### src/spfs_pkg.sv
package spfs_pkg;

  // Pin group widths.
  localparam int IO_W = 16;
  localparam int SHR_W = 43;
  localparam int DED_W = 5;
  localparam int BUSIO_W = 7;
  localparam int BUSIO_LO = 9;
  localparam int SYNC_W = 1 + DED_W + SHR_W + IO_W;
  localparam int STRAP_BIT = SYNC_W - 1;

  // Register byte offsets.
  localparam logic [7:0] ENABLE_OFS = 8'h00;
  localparam logic [7:0] DIR_OFS = 8'h04;
  localparam logic [7:0] OUT_OFS = 8'h08;
  localparam logic [7:0] IN_OFS = 8'h0C;
  localparam logic [7:0] STAT_OFS = 8'h10;

  // Values after reset, and the data read from unmapped offsets.
  localparam logic [15:0] ENABLE_RST = 16'h0000;
  localparam logic [15:0] DIR_RST = 16'h0000;
  localparam logic [15:0] OUT_RST = 16'h0000;
  localparam logic [31:0] UNMAPPED_DATA = 32'h0000_0000;

  // Line masks.
  localparam logic [15:0] CLKLINE_MASK = 16'h0006;
  localparam logic [15:0] BUSIO_MASK = 16'hFE00;

  // Clock divide counts.
  localparam int QUARTER_DIV = 4;
  localparam int SIXTH_DIV = 6;

  typedef struct packed {
    logic cyc;
    logic stb;
    logic we;
    logic [31:0] adr;
    logic [3:0] sel;
    logic [31:0] dat;
  } spfs_wb_req_s;

  typedef struct packed {
    logic ack;
    logic [31:0] dat;
  } spfs_wb_rsp_s;

  typedef struct packed {
    logic [SHR_W-1:0] out;
    logic [SHR_W-1:0] oe;
  } spfs_pins_s;

  // Merges a 32-bit write into a 16-bit register under the byte lanes.
  function automatic logic [15:0] spfs_merge(input logic [15:0] old, input logic [31:0] wdat,
                                             input logic [3:0] sel);
    logic [15:0] res;
    res = old;
    if (sel[0])
    begin
      res[7:0] = wdat[7:0];
    end
    if (sel[1])
    begin
      res[15:8] = wdat[15:8];
    end
    return res;
  endfunction

endpackage

### src/spfs_clk_div.sv
module spfs_clk_div #(
  parameter int DIV = 4
) (
  // Clock and reset.
  input wire logic clk_i,
  input wire logic rst_i,
  // Divided clock level.
  output logic clk_o
);
  import spfs_pkg::*;

  localparam logic [2:0] HALF_LAST = 3'(DIV / 2 - 1);

  logic [2:0] cnt;
  wire logic wrap = (cnt == HALF_LAST);
  wire logic [2:0] next_cnt = wrap ? 3'h0 : 3'(cnt + 3'h1);

  always_ff @(posedge clk_i)
  begin
    if (rst_i)
    begin
      cnt <= 3'h0;
      clk_o <= 1'b0;
    end
    else
    begin
      cnt <= next_cnt;
      clk_o <= wrap ? ~clk_o : clk_o;
    end
  end

  half_period_a: assert property (@(posedge clk_i) disable iff (rst_i)
    wrap |=> (clk_o != $past(clk_o)) ##1 (clk_o == $past(clk_o)))
    else $error("Divided clock did not toggle on the half period.");

endmodule // spfs_clk_div

### src/spfs_top.sv
// Function
// - Software function changes apply at any time.
// - Strap sampled only at reset, then fixed.
// - Line 1 pin drives quarter-rate clock by default.
// - Line 2 pin drives sixth-rate clock by default.
// - Enable bits read zero after reset.
// - Enable bit one hands pin to I/O.
// - Direction zero input, one output.
// - Lines 9-15 usable only with strap zero.
// - Strap low selects host port, bus disabled.
// - Strap high gives shared pins to bus.
// - Deselected bus dedicated pins held undriven.
//
// Our own choices: the Wishbone slave port and the register addresses.
module spfs_top (
  // Clock and reset.
  input wire logic clk_i,
  input wire logic rst_i,
  // Register bus.
  input wire spfs_pkg::spfs_wb_req_s wb_i,
  output spfs_pkg::spfs_wb_rsp_s wb_o,
  // Bus-interface select strap.
  input wire logic strap_pin_i,
  // General-purpose I/O pads.
  input wire logic [15:0] io_pad_i,
  output logic [15:0] io_pad_out_o,
  output logic [15:0] io_pad_oe_o,
  // Shared host port pads.
  input wire logic [spfs_pkg::SHR_W-1:0] shr_pad_i,
  output spfs_pkg::spfs_pins_s shr_pad_o,
  // Bus-interface dedicated pads.
  input wire logic [spfs_pkg::DED_W-1:0] ded_pad_i,
  output logic [spfs_pkg::DED_W-1:0] ded_pad_out_o,
  output logic [spfs_pkg::DED_W-1:0] ded_pad_oe_o,
  // Host parallel port side.
  input wire spfs_pkg::spfs_pins_s host_drv_i,
  output logic [spfs_pkg::SHR_W-1:0] host_pin_o,
  output logic host_enable_o,
  // Bus-interface peripheral side.
  input wire spfs_pkg::spfs_pins_s bus_drv_i,
  input wire logic [spfs_pkg::BUSIO_W-1:0] bus_io_out_i,
  input wire logic [spfs_pkg::BUSIO_W-1:0] bus_io_oe_i,
  input wire logic [spfs_pkg::DED_W-1:0] bus_ded_out_i,
  input wire logic [spfs_pkg::DED_W-1:0] bus_ded_oe_i,
  output logic [spfs_pkg::SHR_W-1:0] bus_pin_o,
  output logic [spfs_pkg::BUSIO_W-1:0] bus_io_pin_o,
  output logic [spfs_pkg::DED_W-1:0] bus_ded_pin_o,
  output logic bus_enable_o
);
  import spfs_pkg::*;

  // Input synchronisers: three stages and an agreement filter.
  logic [SYNC_W-1:0] sync1;
  logic [SYNC_W-1:0] sync2;
  logic [SYNC_W-1:0] sync3;
  logic [SYNC_W-1:0] filt;
  wire logic [SYNC_W-1:0] raw_in = {strap_pin_i, ded_pad_i, shr_pad_i, io_pad_i};
  wire logic [SYNC_W-1:0] agree = ~(sync2 ^ sync3);
  wire logic [SYNC_W-1:0] next_filt = (sync3 & agree) | (filt & ~agree);

  always_ff @(posedge clk_i)
  begin
    sync1 <= raw_in;
    sync2 <= sync1;
    sync3 <= sync2;
    filt <= next_filt;
  end

  wire logic [15:0] io_in_f = filt[IO_W-1:0];
  wire logic [SHR_W-1:0] shr_in_f = filt[IO_W+SHR_W-1:IO_W];
  wire logic [DED_W-1:0] ded_in_f = filt[SYNC_W-2:IO_W+SHR_W];

  // Strap latch: follows the filtered strap while reset is held.
  logic bus_sel;

  always_ff @(posedge clk_i)
  begin
    if (rst_i)
    begin
      bus_sel <= filt[STRAP_BIT];
    end
  end

  // Divided clocks.
  logic quart_clk;
  logic six_clk;

  spfs_clk_div #(.DIV(QUARTER_DIV)) u_quarter (
    .clk_i(clk_i),
    .rst_i(rst_i),
    .clk_o(quart_clk)
  );

  spfs_clk_div #(.DIV(SIXTH_DIV)) u_sixth (
    .clk_i(clk_i),
    .rst_i(rst_i),
    .clk_o(six_clk)
  );

  // Software registers.
  logic [15:0] io_en;
  logic [15:0] io_dir;
  logic [15:0] io_out;
  logic [15:0] io_in;

  // Bus decode.
  wire logic req = wb_i.cyc & wb_i.stb;
  wire logic [7:0] ofs = wb_i.adr[7:0];
  wire logic hit_en = (ofs == ENABLE_OFS);
  wire logic hit_dir = (ofs == DIR_OFS);
  wire logic hit_out = (ofs == OUT_OFS);
  wire logic hit_in = (ofs == IN_OFS);
  wire logic hit_stat = (ofs == STAT_OFS);
  wire logic wr_go = req & wb_i.we & wb_o.ack;
  wire logic [31:0] rd_data = hit_en ? {16'h0000, io_en} :
                              hit_dir ? {16'h0000, io_dir} :
                              hit_out ? {16'h0000, io_out} :
                              hit_in ? {16'h0000, io_in} :
                              hit_stat ? {31'h0000_0000, bus_sel} : UNMAPPED_DATA;

  always_ff @(posedge clk_i)
  begin
    if (rst_i)
    begin
      wb_o <= '0;
    end
    else
    begin
      wb_o.ack <= req & ~wb_o.ack;
      wb_o.dat <= (req & ~wb_o.ack & ~wb_i.we) ? rd_data : wb_o.dat;
    end
  end

  always_ff @(posedge clk_i)
  begin
    if (rst_i)
    begin
      io_en <= ENABLE_RST;
      io_dir <= DIR_RST;
      io_out <= OUT_RST;
    end
    else if (wr_go)
    begin
      io_en <= hit_en ? spfs_merge(io_en, wb_i.dat, wb_i.sel) : io_en;
      io_dir <= hit_dir ? spfs_merge(io_dir, wb_i.dat, wb_i.sel) : io_dir;
      io_out <= hit_out ? spfs_merge(io_out, wb_i.dat, wb_i.sel) : io_out;
    end
  end

  always_ff @(posedge clk_i)
  begin
    io_in <= io_in_f;
  end

  // Pin selection.
  wire logic [15:0] bus_mask = bus_sel ? BUSIO_MASK : 16'h0000;
  wire logic [15:0] eff_en = io_en & ~bus_mask;
  wire logic [15:0] gp_oe = eff_en & io_dir;
  wire logic [15:0] clk_mask = CLKLINE_MASK & ~io_en;
  wire logic [15:0] clk_vec = {13'h0000, six_clk, quart_clk, 1'b0};
  wire logic [15:0] bus_vec = {bus_io_out_i, 9'h000};
  wire logic [15:0] bus_oe_vec = {bus_io_oe_i, 9'h000};
  wire logic [15:0] next_io_out = (clk_vec & clk_mask) | (bus_vec & bus_mask) | (io_out & gp_oe);
  wire logic [15:0] next_io_oe = clk_mask | (bus_oe_vec & bus_mask) | gp_oe;
  wire spfs_pins_s next_shr = bus_sel ? bus_drv_i : host_drv_i;
  wire logic [DED_W-1:0] next_ded_oe = bus_sel ? bus_ded_oe_i : '0;
  wire logic [DED_W-1:0] next_ded_out = bus_sel ? bus_ded_out_i : '0;

  always_ff @(posedge clk_i)
  begin
    if (rst_i)
    begin
      io_pad_out_o <= 16'h0000;
      io_pad_oe_o <= 16'h0000;
      shr_pad_o <= '0;
      ded_pad_out_o <= '0;
      ded_pad_oe_o <= '0;
      host_pin_o <= '0;
      host_enable_o <= 1'b0;
      bus_pin_o <= '0;
      bus_io_pin_o <= '0;
      bus_ded_pin_o <= '0;
      bus_enable_o <= 1'b0;
    end
    else
    begin
      io_pad_out_o <= next_io_out;
      io_pad_oe_o <= next_io_oe;
      shr_pad_o <= next_shr;
      ded_pad_out_o <= next_ded_out;
      ded_pad_oe_o <= next_ded_oe;
      host_pin_o <= bus_sel ? '0 : shr_in_f;
      host_enable_o <= ~bus_sel;
      bus_pin_o <= bus_sel ? shr_in_f : '0;
      bus_io_pin_o <= bus_sel ? io_in_f[15:9] : '0;
      bus_ded_pin_o <= bus_sel ? ded_in_f : '0;
      bus_enable_o <= bus_sel;
    end
  end

  // Checks.
  strap_frozen_a: assert property (@(posedge clk_i) disable iff (rst_i)
    !rst_i |=> $stable(bus_sel))
    else $error("Strap selection changed after reset.");

  quarter_clock_a: assert property (@(posedge clk_i) disable iff (rst_i)
    !io_en[1] |=> io_pad_oe_o[1] && (io_pad_out_o[1] == $past(quart_clk)))
    else $error("Line 1 pin is not driving the quarter-rate clock.");

  sixth_clock_a: assert property (@(posedge clk_i) disable iff (rst_i)
    !io_en[2] |=> io_pad_oe_o[2] && (io_pad_out_o[2] == $past(six_clk)))
    else $error("Line 2 pin is not driving the sixth-rate clock.");

  enable_reset_a: assert property (@(posedge clk_i)
    $fell(rst_i) |-> (io_en == 16'h0000) && (io_dir == 16'h0000))
    else $error("Enable bits are not zero after reset.");

  enable_write_a: assert property (@(posedge clk_i) disable iff (rst_i)
    (wr_go && hit_en && wb_i.sel[0] && wb_i.dat[1]) |=>
    io_en[1] ##1 (io_pad_oe_o[1] == $past(io_dir[1])))
    else $error("Enable write did not take the pin at once.");

  gpio_drive_a: assert property (@(posedge clk_i) disable iff (rst_i)
    (io_en[1] && io_dir[1]) |=> io_pad_oe_o[1] && (io_pad_out_o[1] == $past(io_out[1])))
    else $error("Enabled output line does not drive its value.");

  gpio_input_a: assert property (@(posedge clk_i) disable iff (rst_i)
    (io_en[2] && !io_dir[2]) |=> !io_pad_oe_o[2])
    else $error("Enabled input line is being driven.");

  busio_lock_a: assert property (@(posedge clk_i) disable iff (rst_i)
    bus_sel |=> ((io_pad_oe_o & BUSIO_MASK) == ($past(bus_oe_vec) & BUSIO_MASK)))
    else $error("Lines 9 to 15 escaped the bus peripheral.");

  host_default_a: assert property (@(posedge clk_i) disable iff (rst_i)
    !bus_sel |=> (shr_pad_o == $past(host_drv_i)) && host_enable_o && !bus_enable_o)
    else $error("Shared pins are not with the host port.");

  bus_shared_a: assert property (@(posedge clk_i) disable iff (rst_i)
    bus_sel |=> (shr_pad_o == $past(bus_drv_i)) && (host_pin_o == '0))
    else $error("Shared pins are not with the bus peripheral.");

  dedicated_off_a: assert property (@(posedge clk_i) disable iff (rst_i)
    !bus_sel |=> (ded_pad_oe_o == '0))
    else $error("Dedicated bus pins driven while deselected.");

endmodule // spfs_top

### config.mk
export PLATFORM = sky130hd
export DESIGN_NAME = spfs_top
export DESIGN_NICKNAME = d
export VERILOG_FILES = /design/src/spfs_pkg.sv /design/src/spfs_clk_div.sv /design/src/spfs_top.sv
export SDC_FILE = /design/constraint.sdc
export NUM_CORES = 1
export LEC_CHECK = 0
export BUFFER_PORTS_ARGS = -buffer_cell sky130_fd_sc_hd__buf_4
export CORE_AREA = 4 4 227 229
export CTS_CLUSTER_SIZE = 25
export DETAILED_ROUTE_END_ITERATION = 8
export DIE_AREA = 0 0 231 233
export PLACE_DENSITY = 0.57
export SETUP_SLACK_MARGIN = 0.4
export SYNTH_ARGS = -nofsm -noshare
export SYNTH_HDL_FRONTEND = slang
export SYNTH_SLANG_ARGS = --single-unit
### constraint.sdc
create_clock -name clk_i -period 1.5 [get_ports clk_i]
set_clock_uncertainty 0.15 [all_clocks]
set_input_delay 0.075 -clock clk_i [delete_from_list [all_inputs] [get_ports clk_i]]
set_output_delay 0.075 -clock clk_i [all_outputs]
set_load 0.02 [all_outputs]
# After elaboration in Yosys (flattened, before gate mapping)
# Cells that the tools add are included.
[op_classes] reduce_logical=11 eq_ne=6 bitwise_logic=28 addsub=2 order_cmp=0 n_mux=7 mul=0 shifts=0 div=0
[op_table] op="$and A65 B65 Y65" count=2
[op_table] op="$not A65 Y65" count=2
[op_table] op="$mux W86" count=1
[op_table] op="$and A16 B16 Y16" count=5
[op_table] op="$mux W16" count=5
[op_table] op="$or A65 B65 Y65" count=1
[op_table] op="$xor A65 B65 Y65" count=1
[op_table] op="$or A16 B16 Y16" count=2
[op_table] op="$or A3 B16 Y16" count=2
[op_table] op="$reduce_and A3 Y1" count=6
[op_table] op="$eq A8 B4 Y1 const B" count=2
[op_table] op="$not A16 Y16" count=1
[op_table] op="$eq A8 B3 Y1 const B" count=1
[op_table] op="$eq A8 B5 Y1 const B" count=1
[op_table] op="$logic_not A8 Y1" count=1
[op_table] op="$reduce_or A2 Y1" count=4
[op_table] op="$add A3 B1 Y3 const B" count=2
[op_table] op="$and A1 B1 Y1" count=5
[op_table] op="$not A1 Y1" count=5
[op_table] op="$and A3 B3 Y3" count=1
[op_table] op="$eq A3 B1 Y1 const B" count=1
[op_table] op="$eq A3 B2 Y1 const B" count=1
[op_table] op="$not A3 Y3" count=1
[op_table] op="$mux W1" count=1
[totals] in_bits=334 ramBits=0 regBits=594 memories=0 latch_bits=0 romBits=0 elab_cells=84

# Logic depth before layout (Yosys ltp)
# Gate-level depths: netlist of run 1.
[logic_depth] word_depth=6 ltp_mapped=6

# By module
# A second synthesis of run 1 with hierarchy kept.
[hier_totals] hier_cells=1330 area_unflattened_um2=17187.7
[by_module_without_submodules] module="spfs_top" seq_area_each_um2=12071.6 area_each_um2=16854.9 instances=1 cells_per_inst=1298
[by_module_without_submodules] module="spfs_clk_div" seq_area_each_um2=80.1 area_each_um2=166.4 instances=2 cells_per_inst=16

# Worst setup path before layout of run 1
# Ideal clock, no wire load.
[synth_timing] kind="register to register" start="register wb_o[32] in the netlist's numbering" end="register io_out[15]" period_less_slack_ps=1771 path_stages_with_launch=7 slack_ps=-271 arrival_time_ps=1494 path_buffers=2 cell_sequence="dfxtp_1 -> and4_1 -> clkbuf_1 -> and4_1 -> buf_4 -> mux2i_1 -> nor2_1"
[synth_via] elab_chain_len=2
[synth_lines] item="start, declared" line="spfs_top.sv:21" rtl="output spfs_pkg::spfs_wb_rsp_s wb_o,"
[synth_lines] item="$and A1 B1 Y1" line="spfs_top.sv:114" rtl="wire logic wr_go = req & wb_i.we & wb_o.ack;"
[synth_lines] item="$reduce_and A3 Y1 (no line)"
[synth_lines] item="end signal, assigned" line="spfs_top.sv:146" rtl="io_out <= hit_out ? spfs_merge(io_out, wb_i.dat, wb_i.sel) : io_out;"
[synth_lines] item="end, declared" line="spfs_top.sv:103" rtl="logic [15:0] io_out;"
# Every way passes these cells.
# A chain may end at the register's enable or synchronous reset.

# Worst setup path in the final report of run 1
[layout_timing] start="register bus_sel" end="register shr_pad_o[72] in the netlist's numbering"
[layout_via] elab_chain_len=1
[layout_lines] item="start, declared" line="spfs_top.sv:74" rtl="logic bus_sel;"
[layout_lines] item="start signal, assigned" line="spfs_top.sv:80" rtl="bus_sel <= filt[STRAP_BIT];"
[layout_lines] item="$mux W86" line="spfs_top.sv:165" rtl="wire spfs_pins_s next_shr = bus_sel ? bus_drv_i : host_drv_i;"
[layout_lines] item="end signal, assigned" line="spfs_top.sv:189" rtl="shr_pad_o <= next_shr;"
[layout_lines] item="end, declared" line="spfs_top.sv:30" rtl="output spfs_pkg::spfs_pins_s shr_pad_o,"
# Every way passes these cells.

==> results by group, run 1 <==
Run status
  • Outcome: complete, but fails checks
  • Failing checks: negative hold slack, negative setup slack

Synth
  • Number of flops mapped to enable cells by yosys: 66
  • Seq cells post-synth: 578
  • YS warnings: 0
  • Syn Inst Count: 1320
  • Asr flop ratio synth: 0
  • Post-synthesis sequential area ratio: 0.718
  • Mean Syn Cell Area: 12.9 µm²
  • Post-synth top flop: dfxtp_1
  • Cell area after synthesis: 17000 µm²
  • Yosys cell types: 38

Placement
  • Area of placed instances: 22500 µm²
  • Routability cong.: 0.904
  • Port Buffers: 536
  • Cell count after placement: 2529
  • Detailed placement HPWL: 35600 µm

Critical path
  • Reg-to-reg critical path endpoint: shr_pad_o[72]
  • Critical Path AT: 1.90 ns
  • Crit Path Category: register to register
  • WP data required: 1.85 ns
  • R2R setup slack: -0.04 ns
  • Reg2Reg Launch Point: bus_sel
  • Worst setup EP type: register
  • Max Fanout on Critical Path: 13
  • Register-to-Register Path Depth: 5
  • CP Launch Type: register

Timing
  • Max_slew headroom: 0.651
  • Hold Slack: -0.306 ns
  • Final Max Tran Viols: 0
  • Worst setup margin: -0.0434 ns
  • Final min period: 1.54 ns
  • Count of final setup violators: 6
  • RSZ-0062 raised after global routing: yes
  • Max Clock Freq: 648 MHz
  • Worst Tran Pin Value: 0.516 ns
  • Period utilization: 1.03
  • Final Hold Fails: 93

Cells and area
  • Final instance area: 29000 µm²
  • Syn-to-layout area delta: 70.3%
  • Layout cell share with drive strength beyond 1: 0.371
  • Most common cell after layout, fill and taps aside: buf_4
  • Number of fill cells in the layout: 3947
  • Non-Filler Instances: 3025
  • Most frequent cells in the layout: buf_4, dfxtp_1, dlygate4sd3_1, nor2_1, mux2i_1
  • Flip-flop and latch area: 12300 µm²
  • Area of the multi-input gates: 4900 µm²
  • Final nets: 2635

Floorplan
  • IO Count: 595
  • Placement row count: 82
  • Initial Util: 0.343
  • Core Footprint: 49700 µm²
  • Die width: 231 µm
  • Die Y: 233 µm
  • Die area: 53800 µm²

Power
  • Leak Pwr: 12.9 nW
  • Pwr dens: 1230 nW/µm²
  • Peak supply drop: 0.947 mV

Clock network
  • Clock Latency Late Sink: 0.61 ns
  • Worst-path clk slew: 0.07 ns
  • CTS tree: yes
  • Cts hold-fix bufs: 353
  • Clk buf depth: 3
  • H-tree Lvls: 2
  • Total CTS buffers: 58
  • Clock sinks: 578
  • Root buf cell: clkbuf_16

Drt
  • Drt drc: 0
  • DR iter-0 viols: 525
  • Wirelength per Cell: 18.3 µm
  • Via count: 13138
  • Pre-antenna DRT Iters: 5
  • Final ANT Viol Nets: 0
  • Drt via density: 4.34
  • Routed WL: 55500 µm

Global route
  • Total gr overflow: 0
  • First-pass GRT wire length: 80400 µm
  • Vias in the first global route: 13729
  • Largest net degree at the start of global routing: 46
  • Initial antenna violation count: 10
  • Total track usage: 0.192

Hold path
  • Worst Hold Depth: 3
  • Tightest Hold Check Type: input pin to register
  • Hold worst-path end: wb_o[32]
  • Hold Path Origin: rst_i

Run
  • Max-cap violation count: 0
==> worst max-delay path, stage by stage (launching register included) <==
cell and delay [ns]:
edfxtp_1 0.39, buf_6 0.14, buf_12 0.17, buf_16 0.19, mux2i_1 0.30, nor2_1 0.08
==> cell usage after synthesis, types with 3 or more instances <==
cell type | count | area, µm²
nand2b_1 | 16 | 100
ha_1 | 4 | 50.1
nor2_1 | 186 | 698
buf_2 | 10 | 50.1
mux2i_1 | 138 | 1380
clkbuf_1 | 36 | 135
nor3_1 | 6 | 30.0
a22o_1 | 15 | 131
nor2b_1 | 9 | 56.3
a22oi_1 | 15 | 113
nand4_2 | 4 | 50.1
xnor2_1 | 67 | 587
dfxtp_1 | 512 | 10200
nand2_1 | 31 | 116
o21ai_0 | 13 | 65.1
edfxtp_1 | 66 | 1980
and2_1 | 115 | 719
inv_1 | 6 | 22.5
nor3b_1 | 8 | 60.1
and4_1 | 3 | 26.3
buf_1 | 6 | 22.5
buf_4 | 18 | 135
a21oi_1 | 18 | 90.1
==> cells by family (layout without fill, tap and decap cells) <==
| group | after synthesis | in the layout | share of synthesized area |
|---|---|---|---|
| buffers and inverters | 78 | 1089 | 0.0228 |
| AOI/OAI and AO/OA | 68 | 68 | 0.0265 |
| and+or+nand+nor | 386 | 386 | 0.114 |
| DFF | 578 | 578 | 0.718 |
| xor gates and xnor gates | 67 | 67 | 0.0344 |
| muxes | 138 | 138 | 0.0811 |
| adders and majority gates | 4 | 4 | 0.00294 |
| other | 1 | 23 | 0.000220 |
==> per-layer routing <==
| metal | up-vias | GRT usage | routed length (µm) |
|---|---|---|---|
| met2 | 517 | 0.333 | 27900 |
| met4 | 4 | 0.102 | 3130 |
| met5 | - | 0 | 22 |
| met3 | 170 | 0.0572 | 3970 |
| met1 | 6169 | 0.211 | 20500 |
| li1 | 6278 | - | - |
==> layout make-up <==
cell class,instances,area share
sequential,578,0.425
clock buffer,79,0.0577
tap,672,0.0290
timing repair buffer,974,0.307
multi-input combinational,679,0.169
inverter,6,0.000776
antenna,7,0.000604
clock inverter,30,0.0113
==> repair_timing <==
item | 4_1_cts | 5_1_grt
buffers inserted | 5 | 17
endpoints found under the hold margin | 327 | 100
cloned | 2 | 3
endpoints found under the setup margin | 522 | 525
gates resized for setup | 73 | 140
pin swaps | 9 | 27
==> power by group <==
group | switching [mW] | leakage, nW | internal [mW]
logic | 1.75 | 6.97 | 2.30
clock network | 6.13 | 0.997 | 8.74
registers | 0.364 | 4.92 | 16.5
total | 8.24 | 12.9 | 27.6
==> per-stage QoR <==
step	setup WS, ns	setup TNS, ns	total power [mW]	utilization
2_1_floorplan	-0.00565	-0.0678	18.5	-
3_3_place_gp	-0.194	-4.51	20.1	0.452
3_5_place_dp	-0.183	-4.94	20.1	0.452
4_1_cts	-0.00424	-0.0104	36.0	0.571
5_1_grt	-0.105	-1.36	37.2	0.584
6_report	-0.0434	-0.117	35.8	0.584
==> worst max path at each step <==
stage                        start                to  cells past startpoint
final                      bus_sel     shr_pad_o[72]                      5
after global routing       bus_sel     shr_pad_o[72]                      5
after CTS                  bus_sel  io_pad_out_o[14]                      6
after detailed placement  wb_i[38]        io_out[12]                      6
after global placement    wb_i[38]        io_out[12]                      6
after floorplan           wb_o[32]         io_out[0]                      6
Power figures use the tool's default switching activity.
==> run 2: changes to the inputs <==
--- a/config.mk
+++ b/config.mk
@@ -6,11 +6,11 @@
 export NUM_CORES = 1
 export LEC_CHECK = 0
 export BUFFER_PORTS_ARGS = -buffer_cell sky130_fd_sc_hd__buf_4
-export CORE_AREA = 4 4 227 229
+export CORE_AREA = 4 4 233 235
 export CTS_CLUSTER_SIZE = 25
 export DETAILED_ROUTE_END_ITERATION = 8
-export DIE_AREA = 0 0 231 233
-export PLACE_DENSITY = 0.57
+export DIE_AREA = 0 0 237 239
+export PLACE_DENSITY = 0.52
 export SETUP_SLACK_MARGIN = 0.4
 export SYNTH_ARGS = -nofsm -noshare
 export SYNTH_HDL_FRONTEND = slang
==> constraint.sdc (replaced) <==
create_clock -name clk_i -period 1.8 [get_ports clk_i]
set_clock_uncertainty 0.15 [all_clocks]
set_input_delay 0.09 -clock clk_i [delete_from_list [all_inputs] [get_ports clk_i]]
set_output_delay 0.09 -clock clk_i [all_outputs]
set_load 0.02 [all_outputs]
==> run 2 against run 1 <==
The run ends with negative hold slack left; wire length shrank 1.3%; final cell count grew 0.20%; first-iteration DRC count is 4.8% lower; sequential power fell by 17%; via count shrank 2.0%; global-route usage shrank 1.7 points; sequential share of layout area about the same; critical endpoint is now io_out[13]; largest cell class unchanged.
==> results by group, run 2 (synthesized netlist as in run 1, its figures left out) <==
Floorplan
  • Placement row count: 84 (was 82)
  • Die area: 56600 µm² (was 53800 µm²)
  • Die width: 237 µm (was 231 µm)
  • Core Footprint: 52200 µm² (was 49700 µm²)
  • Initial Util: 0.326 (was 0.343)
  • IO Count: 595 (unchanged)
  • Die Y: 239 µm (was 233 µm)

Drt
  • DR iter-0 viols: 500 (was 525)
  • Routed WL: 54800 µm (was 55500 µm)
  • Drt drc: 0 (unchanged)
  • Drt via density: 4.25 (was 4.34)
  • Via count: 12871 (was 13138)
  • Pre-antenna DRT Iters: 5 (unchanged)
  • Final ANT Viol Nets: 0 (unchanged)
  • Wirelength per Cell: 18.1 µm (was 18.3 µm)

Global route
  • Initial antenna violation count: 6 (was 10)
  • Largest net degree at the start of global routing: 92 (was 46)
  • Total gr overflow: 0 (unchanged)
  • Met2 GRT Util: 0.312 (was 0.333)
  • Met3 GRT Util: 0.0607 (was 0.0572)
  • Total track usage: 0.175 (was 0.192)
  • Vias in the first global route: 13268 (was 13729)
  • First-pass GRT wire length: 77600 µm (was 80400 µm)
  • Busiest grt layer: met2 (unchanged)
  • Met1 usage: 0.193 (was 0.211)

Critical path
  • Critical Path AT: 1.91 ns (was 1.90 ns)
  • Crit Path Category: register to register (unchanged)
  • Max Fanout on Critical Path: 8 (was 13)
  • CP Launch Type: register (unchanged)
  • R2R setup slack: 0.23 ns (was -0.04 ns)
  • Worst setup EP type: register (unchanged)
  • WP data required: 2.14 ns (was 1.85 ns)

Placement
  • Pre-CTS setup slack: 0.0990 ns (was -0.183 ns)
  • Detailed placement HPWL: 34600 µm (was 35600 µm)
  • Area of placed instances: 22000 µm² (was 22500 µm²)
  • Port Buffers: 536 (unchanged)
  • Routability cong.: 0.863 (was 0.904)
  • Cell count after placement: 2520 (was 2529)

Power
  • Sequential share of power: 0.470 (was 0.472)
  • Peak supply drop: 0.771 mV (was 0.947 mV)
  • Pwr Total: 29.9 mW (was 35.8 mW)
  • Switching share of power: 0.228 (was 0.230)
  • Pint: 23.1 mW (was 27.6 mW)
  • Comb power frac: 0.112 (was 0.113)
  • Pwr dens: 1040 nW/µm² (was 1230 nW/µm²)
  • Clock Power Share: 0.418 (was 0.415)
  • P_sw: 6.82 mW (was 8.24 mW)
  • Leak Pwr: 12.9 nW (about the same)

Timing
  • Hold Slack: -0.161 ns (was -0.306 ns)
  • Final Hold Fails: 4 (was 93)
  • Count of final setup violators: 0 (was 6)
  • Max_slew headroom: 0.658 (was 0.651)
  • Post-Route Setup TNS: 0 ns (was -0.117 ns)
  • Final Max Tran Viols: 0 (unchanged)
  • Period utilization: 0.871 (was 1.03)
  • Worst setup margin: 0.233 ns (was -0.0434 ns)
  • RSZ-0062 raised after global routing: yes (unchanged)
  • Max Clock Freq: 638 MHz (was 648 MHz)
  • Worst Tran Pin Value: 0.506 ns (was 0.516 ns)
  • Final min period: 1.57 ns (was 1.54 ns)

Run
  • Max-cap violation count: 0 (unchanged)

Cells and area
  • Final core occ: 0.553 (was 0.584)
  • Final instance area: 28900 µm² (was 29000 µm²)
  • Number of fill cells in the layout: 4296 (was 3947)
  • Non-Filler Instances: 3031 (was 3025)
  • Final nets: 2629 (was 2635)
  • Area of the multi-input gates: 4820 µm² (was 4900 µm²)
  • Most common cell after layout, fill and taps aside: buf_4 (unchanged)
  • Most frequent cells in the layout: buf_4, dfxtp_1, dlygate4sd3_1, nor2_1, mux2i_1 (unchanged)
  • Flip-flop and latch area: 12300 µm² (about the same)
  • Syn-to-layout area delta: 69.4% (was 70.3%)
  • Layout cell share with drive strength beyond 1: 0.348 (was 0.371)

Clock network
  • H-tree Lvls: 2 (unchanged)
  • Clk buf depth: 3 (unchanged)
  • Worst-path clk slew: 0.06 ns (was 0.07 ns)
  • Root buf cell: clkbuf_16 (unchanged)
  • CTS tree: yes (unchanged)
  • Clock sinks: 578 (unchanged)
  • Total CTS buffers: 60 (was 58)
  • Clock Latency Late Sink: 0.61 ns (about the same)

Run status
  • Outcome: complete, but fails checks (unchanged)
  • Failing checks: negative hold slack (was negative hold slack, negative setup slack)

Hold path
  • Tightest Hold Check Type: input pin to register (unchanged)
## run 2: changes by cell type in the layout (fill, tap and decap cells not counted), moves of 6 or more
cell / before / now
nor2_1: 178 / 184
dfxtp_2: 64 / 20
a21oi_1: 4 / 16
and2_1: 100 / 57
buf_12: 23 / 16
and2_4: 15 / 58
dfxtp_1: 445 / 490
clkbuf_16: 64 / 72
mux2i_2: 18 / 6
mux2i_1: 117 / 127
a21oi_2: 14 / 2
nor3b_4: 6 / 0
buf_4: 516 / 537
buf_6: 75 / 35
## run 2: worst paths after layout
path         startpoint          to  cells after the start
max reg2reg    wb_o[32]  io_out[13]                      5
min            wb_i[40]     wb_o[0]                      4
max            wb_o[32]  io_out[13]                      5
min reg2reg   sync1[18]   sync2[18]                      0
## run 2: cell type report
cell class,instances,share of cell area
flip-flops and latches,578,0.425
repair buffers,965,0.307
multi-input cells,680,0.167
clock buffers,80,0.0582
well taps,688,0.0298
clock inverters,31,0.0120
inverters,6,0.000780
diodes,3,0.000260
## run 2: power by group through the flow
| stage | registers, mW | logic, mW | clock network [mW] |
|---|---|---|---|
| after global placement | 14.3 | 2.32 | 0 |
| after CTS | 14.0 | 3.12 | 12.9 |
| final | 14.1 | 3.36 | 12.5 |
| after floorplan | 14.6 | 0.778 | 0 |
| after global routing | 14.1 | 3.58 | 13.5 |
| after detailed placement | 14.3 | 2.35 | 0 |
## run 2: repair_timing
item | in CTS | in global routing
pin swaps | 8 | 78
hold buffers | 353 | 3
setup endpoints to repair | 194 | 263
cloned | 5 | 14
endpoints found under the hold margin | 268 | 12
setup buffers | 8 | 15
resized for setup | 63 | 111
## run 2: critical path, stage by stage (launching register included)
cell,delay [ns]
dfxtp_4,0.36
and4_4,0.28
and4_4,0.25
buf_12,0.14
mux2i_1,0.19
nor2_1,0.07
## run 2: routing by layer
metal,vias to the layer above,share of wire
met1,6063,0.38
met2,434,0.51
met4,4,0.032
met3,115,0.080
li1,6255,-
met5,-,0.00038
